==> src/rtl/wsp_pkg.sv <==
// Operation
// - Wait halts base clock; watchdog may continue.
// - Stop bit gates peripheral clocks in wait.
// - Sub and main-sourced divided clocks keep running.
// - Wait holds ports and analog outputs.
// - Clock output behaviour in wait mode.
// - Stop mode pin states defined.
// - Wait exits on reset, NMI, peripheral.
// - Gated peripherals cannot wake device.
// - Wake keeps pre-sleep clock selection.
// - Timer wake depends on count source.
// - Serial wake depends on clock source.
// - Always-on sources wake in any gating setting, with the enable flag set.
// - Stop halts all unprotected clocks.
package wsp_pkg;

    // -------------------------------------------------------------------
    // Widths and encodings.
    // -------------------------------------------------------------------
    localparam int WSP_PORT_W = 16;
    localparam int WSP_DA_W = 8;
    localparam int WSP_LVL_W = 3;
    localparam int WSP_NSRC = 8;
    localparam logic [1:0] WSP_CKO_PORT = 2'h0;
    localparam logic [1:0] WSP_CKO_LOW = 2'h1;
    localparam logic [1:0] WSP_CKO_DIV8 = 2'h2;
    localparam logic [1:0] WSP_CKO_DIV32 = 2'h3;
    localparam logic [2:0] WSP_LVL_OFF = 3'h0;

    // Power state, one-hot.
    typedef enum logic [2:0] {
        WSP_RUN = 3'b001,
        WSP_WAIT = 3'b010,
        WSP_STOP = 3'b100
    } wsp_state_e;

    // Wake source descriptor: level and whether its clock survives gating.
    typedef struct packed {
        logic req;
        logic [WSP_LVL_W-1:0] level;
        logic indep_clk;
    } wsp_src_s;

    // Clock enables handed to the clock tree.
    typedef struct packed {
        logic base;
        logic wdt;
        logic div1;
        logic div8;
        logic div32;
        logic prog_div;
        logic conv;
        logic sub32;
    } wsp_clken_s;

endpackage

==> src/rtl/wsp_power_ctrl.sv <==
`timescale 1ns/1ps
module wsp_power_ctrl
    import wsp_pkg::*;
(
    input wire logic i_ref_clk,
    input wire logic i_resetn,
    input wire logic i_wait_instr,
    input wire logic i_stop_instr,
    input wire logic i_periph_clk_stop_in_wait,
    input wire logic i_wdt_on_chip_osc,
    input wire logic i_prog_div_main_src,
    input wire logic [1:0] i_clock_out_pin_sel,
    input wire logic i_low_clk,
    input wire logic i_div8_clk,
    input wire logic i_div32_clk,
    input wire logic i_irq_enable_flag,
    input wire logic [WSP_LVL_W-1:0] i_processor_priority_level,
    input wire logic i_nmi,
    input wire logic i_always_on_irq,
    input wire wsp_src_s [WSP_NSRC-1:0] i_src,
    input wire logic [WSP_PORT_W-1:0] i_port_out,
    input wire logic [WSP_DA_W-1:0] i_analog_out_0,
    input wire logic [WSP_DA_W-1:0] i_analog_out_1,
    output wsp_clken_s o_clken,
    output logic [2:0] o_state,
    output logic o_wake,
    output logic [WSP_PORT_W-1:0] o_port_pins,
    output logic [WSP_DA_W-1:0] o_analog_out_0,
    output logic [WSP_DA_W-1:0] o_analog_out_1,
    output logic o_clock_out_pin,
    output logic o_main_xtal_out,
    output logic o_main_xtal_in_oe,
    output logic o_sub_xtal_oe
);

    // -------------------------------------------------------------------
    // Wake qualification.
    // -------------------------------------------------------------------
    wsp_state_e state_r;
    logic gate_periph;
    logic src_wake;
    logic wake_req;

    // Peripheral clock gating only applies inside wait with the stop bit set.
    assign gate_periph = (state_r == WSP_WAIT) && i_periph_clk_stop_in_wait;

    // A source wakes only with a level above the processor level and the enable flag.
    always_comb begin
        src_wake = 1'b0;
        for (int k = 0; k < WSP_NSRC; k++) begin
            if (i_src[k].req && i_src[k].level != WSP_LVL_OFF
                && i_src[k].level > i_processor_priority_level
                && (!gate_periph || i_src[k].indep_clk)) begin
                src_wake = 1'b1;
            end
        end
    end

    // NMI and always-on lines ignore the gating bit; the enable flag masks always-on but not NMI.
    assign wake_req = i_nmi || ((i_always_on_irq || src_wake) && i_irq_enable_flag);

    // -------------------------------------------------------------------
    // Power state machine.
    // -------------------------------------------------------------------
    // Reset returns to run; the clock selection is untouched so a wake resumes on it.
    always_ff @(posedge i_ref_clk or negedge i_resetn) begin
        if (!i_resetn) begin
            state_r <= WSP_RUN;
        end else begin
            unique case (state_r)
                WSP_RUN: begin
                    if (i_stop_instr) begin
                        state_r <= WSP_STOP;
                    end else if (i_wait_instr) begin
                        state_r <= WSP_WAIT;
                    end
                end
                WSP_WAIT, WSP_STOP: begin
                    if (wake_req) begin
                        state_r <= WSP_RUN;
                    end
                end
                default: begin
                    state_r <= WSP_RUN;
                end
            endcase
        end
    end

    // One-cycle wake pulse and state view.
    always_ff @(posedge i_ref_clk or negedge i_resetn) begin
        if (!i_resetn) begin
            o_wake <= 1'b0;
            o_state <= WSP_RUN;
        end else begin
            o_wake <= (state_r != WSP_RUN) && wake_req;
            o_state <= state_r;
        end
    end

    // -------------------------------------------------------------------
    // Clock enables.
    // -------------------------------------------------------------------
    // Enables are registered so every output comes from a flip-flop; one cycle lag.
    always_ff @(posedge i_ref_clk or negedge i_resetn) begin
        if (!i_resetn) begin
            o_clken <= '1;
        end else begin
            unique case (state_r)
                WSP_RUN: begin
                    o_clken <= '1;
                end
                WSP_WAIT: begin
                    o_clken.base <= 1'b0;
                    o_clken.wdt <= i_wdt_on_chip_osc;
                    o_clken.div1 <= !i_periph_clk_stop_in_wait;
                    o_clken.div8 <= !i_periph_clk_stop_in_wait;
                    o_clken.div32 <= !i_periph_clk_stop_in_wait;
                    o_clken.conv <= !i_periph_clk_stop_in_wait;
                    o_clken.prog_div <= i_prog_div_main_src || !i_periph_clk_stop_in_wait;
                    o_clken.sub32 <= 1'b1;
                end
                default: begin
                    o_clken <= '0;
                end
            endcase
        end
    end

    // -------------------------------------------------------------------
    // Pin holding.
    // -------------------------------------------------------------------
    // Ports and analog outputs follow in run and freeze on sleep entry.
    always_ff @(posedge i_ref_clk or negedge i_resetn) begin
        if (!i_resetn) begin
            o_port_pins <= '0;
            o_analog_out_0 <= '0;
            o_analog_out_1 <= '0;
        end else if (state_r == WSP_RUN) begin
            o_port_pins <= i_port_out;
            o_analog_out_0 <= i_analog_out_0;
            o_analog_out_1 <= i_analog_out_1;
        end
    end

    // Clock output pin; port mode shows the port's low bit.
    always_ff @(posedge i_ref_clk or negedge i_resetn) begin
        if (!i_resetn) begin
            o_clock_out_pin <= 1'b0;
        end else begin
            unique case (i_clock_out_pin_sel)
                WSP_CKO_LOW: begin
                    if (state_r == WSP_STOP) begin
                        o_clock_out_pin <= 1'b1;
                    end else begin
                        o_clock_out_pin <= i_low_clk;
                    end
                end
                WSP_CKO_DIV8: begin
                    if (state_r == WSP_RUN || (state_r == WSP_WAIT && !i_periph_clk_stop_in_wait)) begin
                        o_clock_out_pin <= i_div8_clk;
                    end
                end
                WSP_CKO_DIV32: begin
                    if (state_r == WSP_RUN || (state_r == WSP_WAIT && !i_periph_clk_stop_in_wait)) begin
                        o_clock_out_pin <= i_div32_clk;
                    end
                end
                default: begin
                    if (state_r == WSP_RUN) begin
                        o_clock_out_pin <= i_port_out[0];
                    end
                end
            endcase
        end
    end

    // Crystal pins: stop floats the inputs and the sub output, drives main out high.
    always_ff @(posedge i_ref_clk or negedge i_resetn) begin
        if (!i_resetn) begin
            o_main_xtal_out <= 1'b0;
            o_main_xtal_in_oe <= 1'b0;
            o_sub_xtal_oe <= 1'b1;
        end else begin
            o_main_xtal_out <= (state_r == WSP_STOP);
            o_main_xtal_in_oe <= 1'b0;
            o_sub_xtal_oe <= (state_r != WSP_STOP);
        end
    end

    // -------------------------------------------------------------------
    // Checks.
    // -------------------------------------------------------------------
    // Any requesting source whose clock survives the gating; lets the gating check watch every slot.
    logic indep_req;
    always_comb begin
        indep_req = 1'b0;
        for (int k = 0; k < WSP_NSRC; k++) begin
            if (i_src[k].req && i_src[k].indep_clk) begin
                indep_req = 1'b1;
            end
        end
    end

    a_wait_base_off: assert property (@(posedge i_ref_clk) disable iff (!i_resetn)
        state_r == WSP_WAIT |=> !o_clken.base) else $error("base clock runs in wait");
    a_wait_gate_div1: assert property (@(posedge i_ref_clk) disable iff (!i_resetn)
        state_r == WSP_WAIT && i_periph_clk_stop_in_wait |=> !o_clken.div1) else $error("div1 not gated");
    a_wait_sub_on: assert property (@(posedge i_ref_clk) disable iff (!i_resetn)
        state_r == WSP_WAIT |=> o_clken.sub32) else $error("sub clock stopped in wait");
    a_hold_ports: assert property (@(posedge i_ref_clk) disable iff (!i_resetn)
        state_r != WSP_RUN && $past(state_r) != WSP_RUN |=> $stable(o_port_pins))
        else $error("ports moved while asleep");
    a_stop_clock_out_pin_high: assert property (@(posedge i_ref_clk) disable iff (!i_resetn)
        state_r == WSP_STOP && i_clock_out_pin_sel == WSP_CKO_LOW |=> o_clock_out_pin) else $error("clock out not high");
    a_stop_all_off: assert property (@(posedge i_ref_clk) disable iff (!i_resetn)
        state_r == WSP_STOP |=> o_clken == '0) else $error("clock alive in stop");
    a_nmi_wakes: assert property (@(posedge i_ref_clk) disable iff (!i_resetn)
        state_r == WSP_WAIT && i_nmi |=> state_r == WSP_RUN ##0 o_wake) else $error("nmi did not wake");
    a_low_level_no_wake: assert property (@(posedge i_ref_clk) disable iff (!i_resetn)
        state_r == WSP_WAIT && !i_nmi && !i_always_on_irq && !src_wake |=> state_r == WSP_WAIT)
        else $error("spurious wake");
    a_gated_no_wake: assert property (@(posedge i_ref_clk) disable iff (!i_resetn)
        gate_periph && !i_nmi && !i_always_on_irq && !indep_req |=> state_r == WSP_WAIT)
        else $error("gated source woke");

    c_wait_wake: cover property (@(posedge i_ref_clk) disable iff (!i_resetn)
        state_r == WSP_WAIT ##1 state_r == WSP_RUN);
    c_stop_wake: cover property (@(posedge i_ref_clk) disable iff (!i_resetn)
        state_r == WSP_STOP ##1 state_r == WSP_RUN);
    c_gated_wait: cover property (@(posedge i_ref_clk) disable iff (!i_resetn) gate_periph && src_wake);

endmodule

==> config.mk <==
export PLATFORM = sky130hd
export DESIGN_NAME = wsp_power_ctrl
export DESIGN_NICKNAME = d
export VERILOG_FILES = /design/src/rtl/wsp_pkg.sv /design/src/rtl/wsp_power_ctrl.sv
export SDC_FILE = /design/constraint.sdc
export NUM_CORES = 1
export LEC_CHECK = 0
export BUFFER_PORTS_ARGS = -buffer_cell sky130_fd_sc_hd__buf_4
export CAP_MARGIN = 20
export CORE_AREA = 8 8 72 99
export CTS_BUF_LIST = sky130_fd_sc_hd__clkbuf_4 sky130_fd_sc_hd__clkbuf_8
export DETAILED_ROUTE_END_ITERATION = 8
export DIE_AREA = 0 0 80 107
export PLACE_DENSITY = 0.8
export SYNTH_ARGS = -nofsm -noshare
export SYNTH_HDL_FRONTEND = slang
export SYNTH_SLANG_ARGS = --single-unit
==> constraint.sdc <==
create_clock -name i_ref_clk -period 2.38 [get_ports i_ref_clk]
set_input_delay 0.357 -clock i_ref_clk [delete_from_list [all_inputs] [get_ports i_ref_clk]]
set_output_delay 0.357 -clock i_ref_clk [all_outputs]
set_load 0.03 [all_outputs]
==> reports/summary.txt, run 1 <==
======================================================================================
Overall global routing resource usage ...................................        15.4%
Setup Total Neg Slack ...................................................         0 ns
Post-synthesis adder-cell area fraction .................................        12.0%
Filler cell count .......................................................          447
Number of H-tree branching levels .......................................            2
Storage cell area .......................................................  0.00119 mm2
Max-capacitance violation count .........................................            0
Via-to-Cell Ratio .......................................................         5.10
Syn Nets ................................................................          324
Clk buf depth ...........................................................            2
Worst min-delay path category ...........................................  in -> async
Number of hold buffers added after cts ..................................            0
Proportion of synthesized flip-flops having asynchronous set or reset ...         100%
Proportion of synthesized chip area in sequential cells .................        47.5%
Area of the multi-input gates ...........................................  0.00118 mm2
Root buf cell ........................................................... sky130_fd_sc_hd__clkbuf_8
Net count reported at finish ............................................          459
Maximum vdd ir drop .....................................................     0.524 mV
Setup-failing EPs final .................................................            0
Power dissipated by switching net loads .................................      1.83 mW
Global placement routability congestion .................................        0.765
Pwr dens ................................................................  1240 mW/mm2
Routed wire per std cell ................................................      16.2 um
Normalized max-slew margin ..............................................        62.5%
Clock network fraction of total power ...................................        14.7%
Post-Syn Instances ......................................................          210
Main combinational cell family by area after synthesis .................. multiplexers
Top_reg_cell synth ...................................................... sky130_fd_sc_hd__dfrtp_1
# port buffers ..........................................................          136
Signed area change from the synthesized netlist to the final layout .....        48.0%
Count of routing violations after the opening detailed-route iteration ..           74
Overflow left after global routing ......................................            0
Synth Register Bits .....................................................           47
Worst-path clk slew .....................................................      0.08 ns
Antenna-violating nets left .............................................            0
Std-Cell Rows ...........................................................           33
Power share of the combinational group ..................................        54.0%
Clock tree from TritonCTS ...............................................          yes
Effective utilization at floorplan ......................................        43.8%
Highest-count cells in the layout ignoring fill and taps ................ sky130_fd_sc_hd__buf_4, sky130_fd_sc_hd__dfrtp_1, sky130_fd_sc_hd__mux2_2
Vias in the first global route ..........................................         2340
Fraction of post-synthesis cell area in the top cell type by area .......        39.1%
Worst Skew ..............................................................   0.00627 ns
Count of warnings emitted by yosys ......................................            0
Final count of hold timing violations ...................................            0
Number of enable flip-flop cells after synthesis ........................            0
Commonest non-fill, non-tap cell in the layout .......................... sky130_fd_sc_hd__buf_4
Antenna violations before repair ........................................            0
Wire length of the first global-routing pass ............................     10700 um
Resized Gates After CTS .................................................            0
DRC .....................................................................            0
Hold Worst Slack ........................................................    0.0595 ns
Number of unique standard cell types used by synthesis ..................           41
Xor/xnor cell area share of the yosys netlist ...........................       0.701%
Top Ports ...............................................................          138
Category of the most critical setup path ................................   reg -> reg
TritonCTS Sinks .........................................................           47
Most area-consuming cells after synthesis ............................... sky130_fd_sc_hd__dfrtp_1, sky130_fd_sc_hd__mux2_2, sky130_fd_sc_hd__ha_1
Simple-gate area share of the yosys netlist .............................        8.17%
Arrival time of the worst setup path ....................................      2.24 ns
Height of the die .......................................................       107 um
Leakage .................................................................      1.84 nW
Total wire length .......................................................      6730 um
Library cell contributing the largest single delay on the critical path . sky130_fd_sc_hd__dfrtp_1
Internal power ..........................................................      2.75 mW
Least-Margin Pin Slew ...................................................     0.562 ns
Part of the cycle the worst path needs ..................................        84.9%
Cell taking the most area after synthesis ............................... sky130_fd_sc_hd__dfrtp_1
Mux share of post-synthesis cell area ...................................        15.3%
Core Footprint ..........................................................  0.00570 mm2
Largest net degree at the start of global routing .......................           48
Width of the die ........................................................        80 um
Critical Path Source Type ...............................................         flop
Number of clock buffers inserted by TritonCTS ...........................            5
Peak Freq ...............................................................      495 MHz
Clock insertion delay at the later pin of the skew report ...............      0.28 ns
Count of pins over their slew limit .....................................            0
Switching Fraction ......................................................        40.0%
Mean instance size in the synthesized netlist ...........................     11.9 um2
First drt pass iteration count ..........................................            4
Netlist area before placement ...........................................  0.00250 mm2
Critical path cell sequence ............................................. nand4bb_4 -> o32a_1 -> and4_1 -> nor4_1 -> a41o_2 -> a31o_2
Run status .............................................................. finished clean
Fraction of final layout cells sized beyond drive strength 1 ............        55.5%
Share of the synthesized area in compound gates (AO/OA/AOI/OAI) .........        10.9%
RSZ-0062 raised after global routing ....................................        false
Area of the die .........................................................  0.00856 mm2
Seq pwr share ...........................................................        31.3%
Kind of capture point of the worst setup path ...........................         flop
DP HPWL .................................................................      5770 um
Data required time of the worst path ....................................      2.60 ns
Antenna fix cells .......................................................            0
Total vias in the final route ...........................................         2121
Post-layout power .......................................................      4.58 mW
Total setup buffers inserted after CTS ..................................            0
Biggest cell delay along the critical path ..............................      0.49 ns
Crit-path max FO ........................................................            9
Min cycle time layout ...................................................      2.02 ns
======================================================================================
## layout make-up
type,count,area share (%)
Timing Repair Buffer,138,28.4
Clock inverter,2,1.62
Clock buffer,6,2.06
Multi-Input combinational cell,137,31.9
Inverter,16,1.62
Sequential cell,47,32.1
Tap cell,70,2.37
## critical path, delay by kind of cell (launching register included)
family,cells,cell delay [ns]
compound gates,3,0.65
flops,1,0.49
simple gates,3,0.82
## synthesized netlist by cell type, types with 2 or more instances
cell,number
sky130_fd_sc_hd__a211oi_1,3
sky130_fd_sc_hd__a21oi_1,10
sky130_fd_sc_hd__buf_4,7
sky130_fd_sc_hd__dfrtp_1,39
sky130_fd_sc_hd__dfstp_2,8
sky130_fd_sc_hd__ha_1,24
sky130_fd_sc_hd__inv_1,15
sky130_fd_sc_hd__mux2_2,33
sky130_fd_sc_hd__nand2_1,7
sky130_fd_sc_hd__nand3_1,7
sky130_fd_sc_hd__nand3b_1,2
sky130_fd_sc_hd__nor2_1,10
sky130_fd_sc_hd__nor2b_1,2
sky130_fd_sc_hd__nor3_1,3
sky130_fd_sc_hd__o21a_1,2
sky130_fd_sc_hd__o21ai_0,7
sky130_fd_sc_hd__o311ai_0,6
sky130_fd_sc_hd__xnor2_1,2
## flip-flops by register name (all words and copies together), names as in the netlist
name             cells
o_port_pins         16
o_wake               1
o_state              3
o_sub_xtal_oe        1
o_clken              5
o_analog_out_0       8
o_analog_out_1       8
state_r              3
o_main_xtal_out      1
o_clock_out_pin      1
## power by group through the flow
stage / sequential [mW] / clock [mW] / combinational [mW]
after floorplan: 2.16 / 0 / 0.900
after global placement: 1.44 / 0 / 2.48
after detailed placement: 1.46 / 0 / 2.52
after CTS: 1.44 / 0.693 / 2.52
after global routing: 1.49 / 0.729 / 2.63
final: 1.43 / 0.673 / 2.48
## cells by family (layout without fill, tap and decap cells)
logic type,Yosys count,after routing
DFF,47,47
AOI/OAI and AO/OA,39,39
and+or+nand+nor,37,37
muxes,34,34
buffers and inverters,26,162
adders and majority gates,24,24
xor gates and xnor gates,2,2
other,1,1
## metrics by stage
stage               setup slack (ns)  cells  instance area, um2  utilization [%]
floorplan                      0.416    210                2500                -
global placement               0.189    408                3560             62.5
detailed placement             0.117    408                3560             62.5
CTS                            0.357    416                3700             64.9
global route                   0.227    416                3700             64.9
finish                         0.360    416                3700             64.9
## routing by layer
metal / share of wire, % / track usage (%)
met1: 39 / 16.3
met2: 49 / 26.4
met3: 11 / 7.20
met4: 0.86 / 4.44
met5: 0 / 0
## final timing paths
path / start / endpoint / slack [ns] / cells past startpoint
setup / recovery: state_r[2] / state_r[1] / 0.36 / 6
hold / removal: i_resetn / o_analog_out_1[4] / 0.06 / 1
max in group asynchronous: i_resetn / o_clken[7] / 1.93 / 1
setup reg to reg: state_r[2] / state_r[1] / 0.36 / 6
min in group i_ref_clk: i_periph_clk_stop_in_wait / o_clken[2] / 0.27 / 2
hold reg to reg: state_r[0] / o_state[0] / 0.41 / 0
(Power assumes the default switching activity.)
==> inputs of run 2 (changes only) <==
--- a/config.mk
+++ b/config.mk
@@ -5,13 +5,14 @@
 export SDC_FILE = /design/constraint.sdc
 export NUM_CORES = 1
 export LEC_CHECK = 0
+export ABC_AREA = 1
 export BUFFER_PORTS_ARGS = -buffer_cell sky130_fd_sc_hd__buf_4
 export CAP_MARGIN = 20
-export CORE_AREA = 8 8 72 99
+export CORE_AREA = 8 8 75 104
 export CTS_BUF_LIST = sky130_fd_sc_hd__clkbuf_4 sky130_fd_sc_hd__clkbuf_8
 export DETAILED_ROUTE_END_ITERATION = 8
-export DIE_AREA = 0 0 80 107
-export PLACE_DENSITY = 0.8
+export DIE_AREA = 0 0 83 112
+export PLACE_DENSITY = 0.77
 export SYNTH_ARGS = -nofsm -noshare
 export SYNTH_HDL_FRONTEND = slang
 export SYNTH_SLANG_ARGS = --single-unit
==> constraint.sdc (replaced) <==
create_clock -name i_ref_clk -period 1.6 [get_ports i_ref_clk]
set_input_delay 0.24 -clock i_ref_clk [delete_from_list [all_inputs] [get_ports i_ref_clk]]
set_output_delay 0.24 -clock i_ref_clk [all_outputs]
set_load 0.03 [all_outputs]
==> run 2 against run 1 <==
Effect of this change: synthesized cell count up 50%; fmax grew 27%; critical path type unchanged; sequential power grew 49%; largest cell class is now multi-input combinational cells; die area rose by 8.6%; clock skew hardly changed.
==> reports/summary.txt, run 2 <==
=====================================================================================
Run status ............................................................. finished clean
Leading cell type by number of instances after synthesis ............... sky130_fd_sc_hd__nand2_1
Signed area change from the synthesized netlist to the final layout ....        50.7%
Overflow left after global routing .....................................            0   unchanged
Number of flip-flops in the largest register ...........................           16   unchanged
Normalized max-slew margin .............................................        60.8%   -1.8 points
Largest Register .......................................................  o_port_pins
Proportion of synthesized chip area in sequential cells ................        46.7%   -0.82 points
Highest-count cells in the layout ignoring fill and taps ............... sky130_fd_sc_hd__buf_4, sky130_fd_sc_hd__nand2_1, sky130_fd_sc_hd__dfrtp_1
Count of routing violations after the opening detailed-route iteration .           76   +2.7%
Max-capacitance violation count ........................................            0   unchanged
Post-route cell area ...................................................  0.00383 mm2   +3.6%
Data required time of the worst path ...................................      1.83 ns   -0.77 ns
Filler cell count ......................................................          546   +22%
Setup Total Neg Slack ..................................................         0 ns   unchanged
Net count reported at finish ...........................................          573   +25%
Routed wire per std cell ...............................................      13.9 um   -14%
Top Ports ..............................................................          138   unchanged
Synth top cells by count ............................................... sky130_fd_sc_hd__nand2_1, sky130_fd_sc_hd__dfrtp_1, sky130_fd_sc_hd__ha_1, sky130_fd_sc_hd__nand3_1, sky130_fd_sc_hd__inv_1
TritonCTS Sinks ........................................................           47   unchanged
First drt pass iteration count .........................................            4   unchanged
Fraction of final layout cells sized beyond drive strength 1 ...........        37.2%   -18 points
Proportion of synthesized flip-flops having asynchronous set or reset ..         100%   unchanged
Part of the cycle the worst path needs .................................        99.2%   +14 points
DRC ....................................................................            0   unchanged
Count of warnings emitted by yosys .....................................            0   unchanged
Mean instance size in the synthesized netlist ..........................     8.09 um2   -32%
Global placement routability congestion ................................        0.803   +5.0%
Wire length of the first global-routing pass ...........................     12600 um   +17%
Number of H-tree branching levels ......................................            2   unchanged
Arrival time of the worst setup path ...................................      1.82 ns   -0.42 ns
Worst Skew .............................................................   0.00630 ns   +0.0000258 ns
Post-Syn Instances .....................................................          314   +50%
RSZ-0062 raised after global routing ...................................         true
Overall global routing resource usage ..................................        15.9%   +0.43 points
Clock insertion delay at the later pin of the skew report ..............      0.29 ns   about the same
Antenna violations before repair .......................................            0   unchanged
Total wire length ......................................................      7440 um   +10%
Area of the die ........................................................  0.00930 mm2   +8.6%
Height of the die ......................................................       112 um   +4.7%
Largest net degree at the start of global routing ......................           48   unchanged
Final count of hold timing violations ..................................            0   unchanged
Netlist area before placement ..........................................  0.00254 mm2   +1.8%
Most area-consuming cells after synthesis .............................. sky130_fd_sc_hd__dfrtp_1, sky130_fd_sc_hd__nand2_1, sky130_fd_sc_hd__ha_1
Maximum vdd ir drop ....................................................     0.599 mV   +14%
Fraction of post-synthesis cell area in the top cell type by area ......        38.4%   -0.67 points
Number of enable flip-flop cells after synthesis .......................            0   unchanged
Least-Margin Pin Slew ..................................................     0.588 ns   +0.0265 ns
Dpl cell area ..........................................................  0.00370 mm2   +4.0%
Number of cells after detailed placement ...............................          524   +28%
Vias in the first global route .........................................         2739   +17%
Non-filler instance count after layout .................................          534   +28%
Pwr dens ...............................................................  1790 mW/mm2   +44%
Via-to-Cell Ratio ......................................................         4.82   -5.5%
Regs by FF count ....................................................... o_port_pins (16), o_analog_out_0 (8), o_analog_out_1 (8)
Effective utilization at floorplan .....................................        40.0%   -3.8 points
Setup-failing EPs final ................................................            0   unchanged
Std-Cell Rows ..........................................................           35   +6.1%
Synth Register Bits ....................................................           47   unchanged
Worst-path clk slew ....................................................      0.09 ns   about the same
Number of clock buffers inserted by TritonCTS ..........................            5   unchanged
Min cycle time layout ..................................................      1.59 ns   -0.433 ns
Leakage ................................................................      2.15 nW   +17%
Root buf cell .......................................................... sky130_fd_sc_hd__clkbuf_8
Peak Freq ..............................................................      630 MHz   +27%
Commonest non-fill, non-tap cell in the layout ......................... sky130_fd_sc_hd__buf_4
Antenna-violating nets left ............................................            0   unchanged
Antenna fix cells ......................................................            0   unchanged
Critical Path Source Type ..............................................         flop
Cell taking the most area after synthesis .............................. sky130_fd_sc_hd__dfrtp_1
Minimum setup slack among reg-to-reg paths .............................      0.01 ns   -0.35 ns
Number of unique standard cell types used by synthesis .................           26   -37%
Core Footprint .........................................................  0.00635 mm2   +11%
Worst min-delay path category ..........................................    in -> reg
Width of the die .......................................................        83 um   +3.8%
Crit-path max FO .......................................................            4   -5
Total vias in the final route ..........................................         2573   +21%
Clock tree from TritonCTS ..............................................          yes
Kind of capture point of the worst setup path ..........................         flop
Clk buf depth ..........................................................            2   unchanged
Category of the most critical setup path ...............................   reg -> reg
DP HPWL ................................................................      6240 um   +8.1%
# port buffers .........................................................          136   unchanged
Count of pins over their slew limit ....................................            0   unchanged
Syn Nets ...............................................................          428   +32%
Top_reg_cell synth ..................................................... sky130_fd_sc_hd__dfrtp_1
=====================================================================================
run 2: cell types whose count changed after synthesis, sizes merged, moves of 3 or more:
cell	before	now
mux2	33	0
nand2	7	133
nand3	7	22
nor2	10	13
nor3	3	11
nand4	0	3
a211oi	3	0
inv	16	21
o311ai	6	0
nand3b	2	5
run 2: through the flow:
| stage | power [mW] | util, % | hold slack (ns) | setup WS [ns] |
|---|---|---|---|---|
| after global routing | 7.36 | 60.3 | 0.130 | -0.136 |
| after detailed placement | 6.17 | 58.3 | 0.281 | -0.241 |
| final | 6.84 | 60.3 | 0.136 | 0.0132 |
| after floorplan | 4.54 | - | -0.0556 | 0.0662 |
| after CTS | 6.96 | 60.3 | 0.124 | 0.00801 |
| after global placement | 6.07 | 58.3 | 0.273 | -0.198 |
run 2: final cells by class:
class,count,area [um2],share of cell area [%]
Tap cell,74,92.6,2.42
Inverter,22,82.6,2.16
Sequential cell,47,1190,31.0
Clock inverter,1,8.76,0.229
Timing Repair Buffer,150,1160,30.2
Clock buffer,7,90.1,2.35
Multi-Input combinational cell,233,1210,31.6
run 2: worst max-delay path, cell delays in order, from the launching register on:
cell and delay, ns:
sky130_fd_sc_hd__dfrtp_1 0.37, sky130_fd_sc_hd__inv_2 0.07, sky130_fd_sc_hd__nor3_4 0.24, sky130_fd_sc_hd__buf_6 0.14, sky130_fd_sc_hd__nand3b_1 0.07, sky130_fd_sc_hd__nand3_1 0.08, sky130_fd_sc_hd__nand2_1 0.05, sky130_fd_sc_hd__nor2_1 0.09
sky130_fd_sc_hd__nand2_1 0.07, sky130_fd_sc_hd__nand2_2 0.07, sky130_fd_sc_hd__nand3_2 0.08, sky130_fd_sc_hd__nand2_2 0.08, sky130_fd_sc_hd__nand2_1 0.05, sky130_fd_sc_hd__nand2_1 0.06
run 2: cell families (layout without fill, tap and decap cells):
kind of cell	count (synthesis)	in the layout	synth area share, %
fa+ha+maj	24	24	11.8
compound gates	21	21	4.43
flops	47	47	46.7
simple gates	187	187	31.1
buf+inv	34	180	5.81
other cells	1	1	0.148
run 2: worst paths after layout:
kind,startpoint,to,cells after the start
setup / recovery,state_r[1],state_r[2],13
hold / removal,i_analog_out_1[7],o_analog_out_1[7],3
setup reg to reg,state_r[1],state_r[2],13
hold reg to reg,o_port_pins[7],o_port_pins[7],2
max in group asynchronous,i_resetn,o_analog_out_0[2],2
min in group asynchronous,i_resetn,o_port_pins[3],2
run 2: timing repair:
item	in CTS	in global routing
buffers inserted	1	0
hold endpoints to repair	39	0
pin swaps	1	2
gates resized for setup	2	0
setup endpoints to repair	3	4
hold buffers	1	0
run 2: power by group:
part	switching, mW	internal [mW]	total [mW]
combinational	2.51	1.45	3.96
sequential	0.295	1.84	2.13
clock	0.374	0.371	0.745
total	3.18	3.66	6.84
run 2: routing by layer:
metal	GRT usage [%]	up-vias	share of wire [%]
met2	27.3	110	51
li1	-	1295	-
met1	17.9	1160	40
met5	0	-	0
met4	4.24	0	1.1
met3	5.77	8	8.5
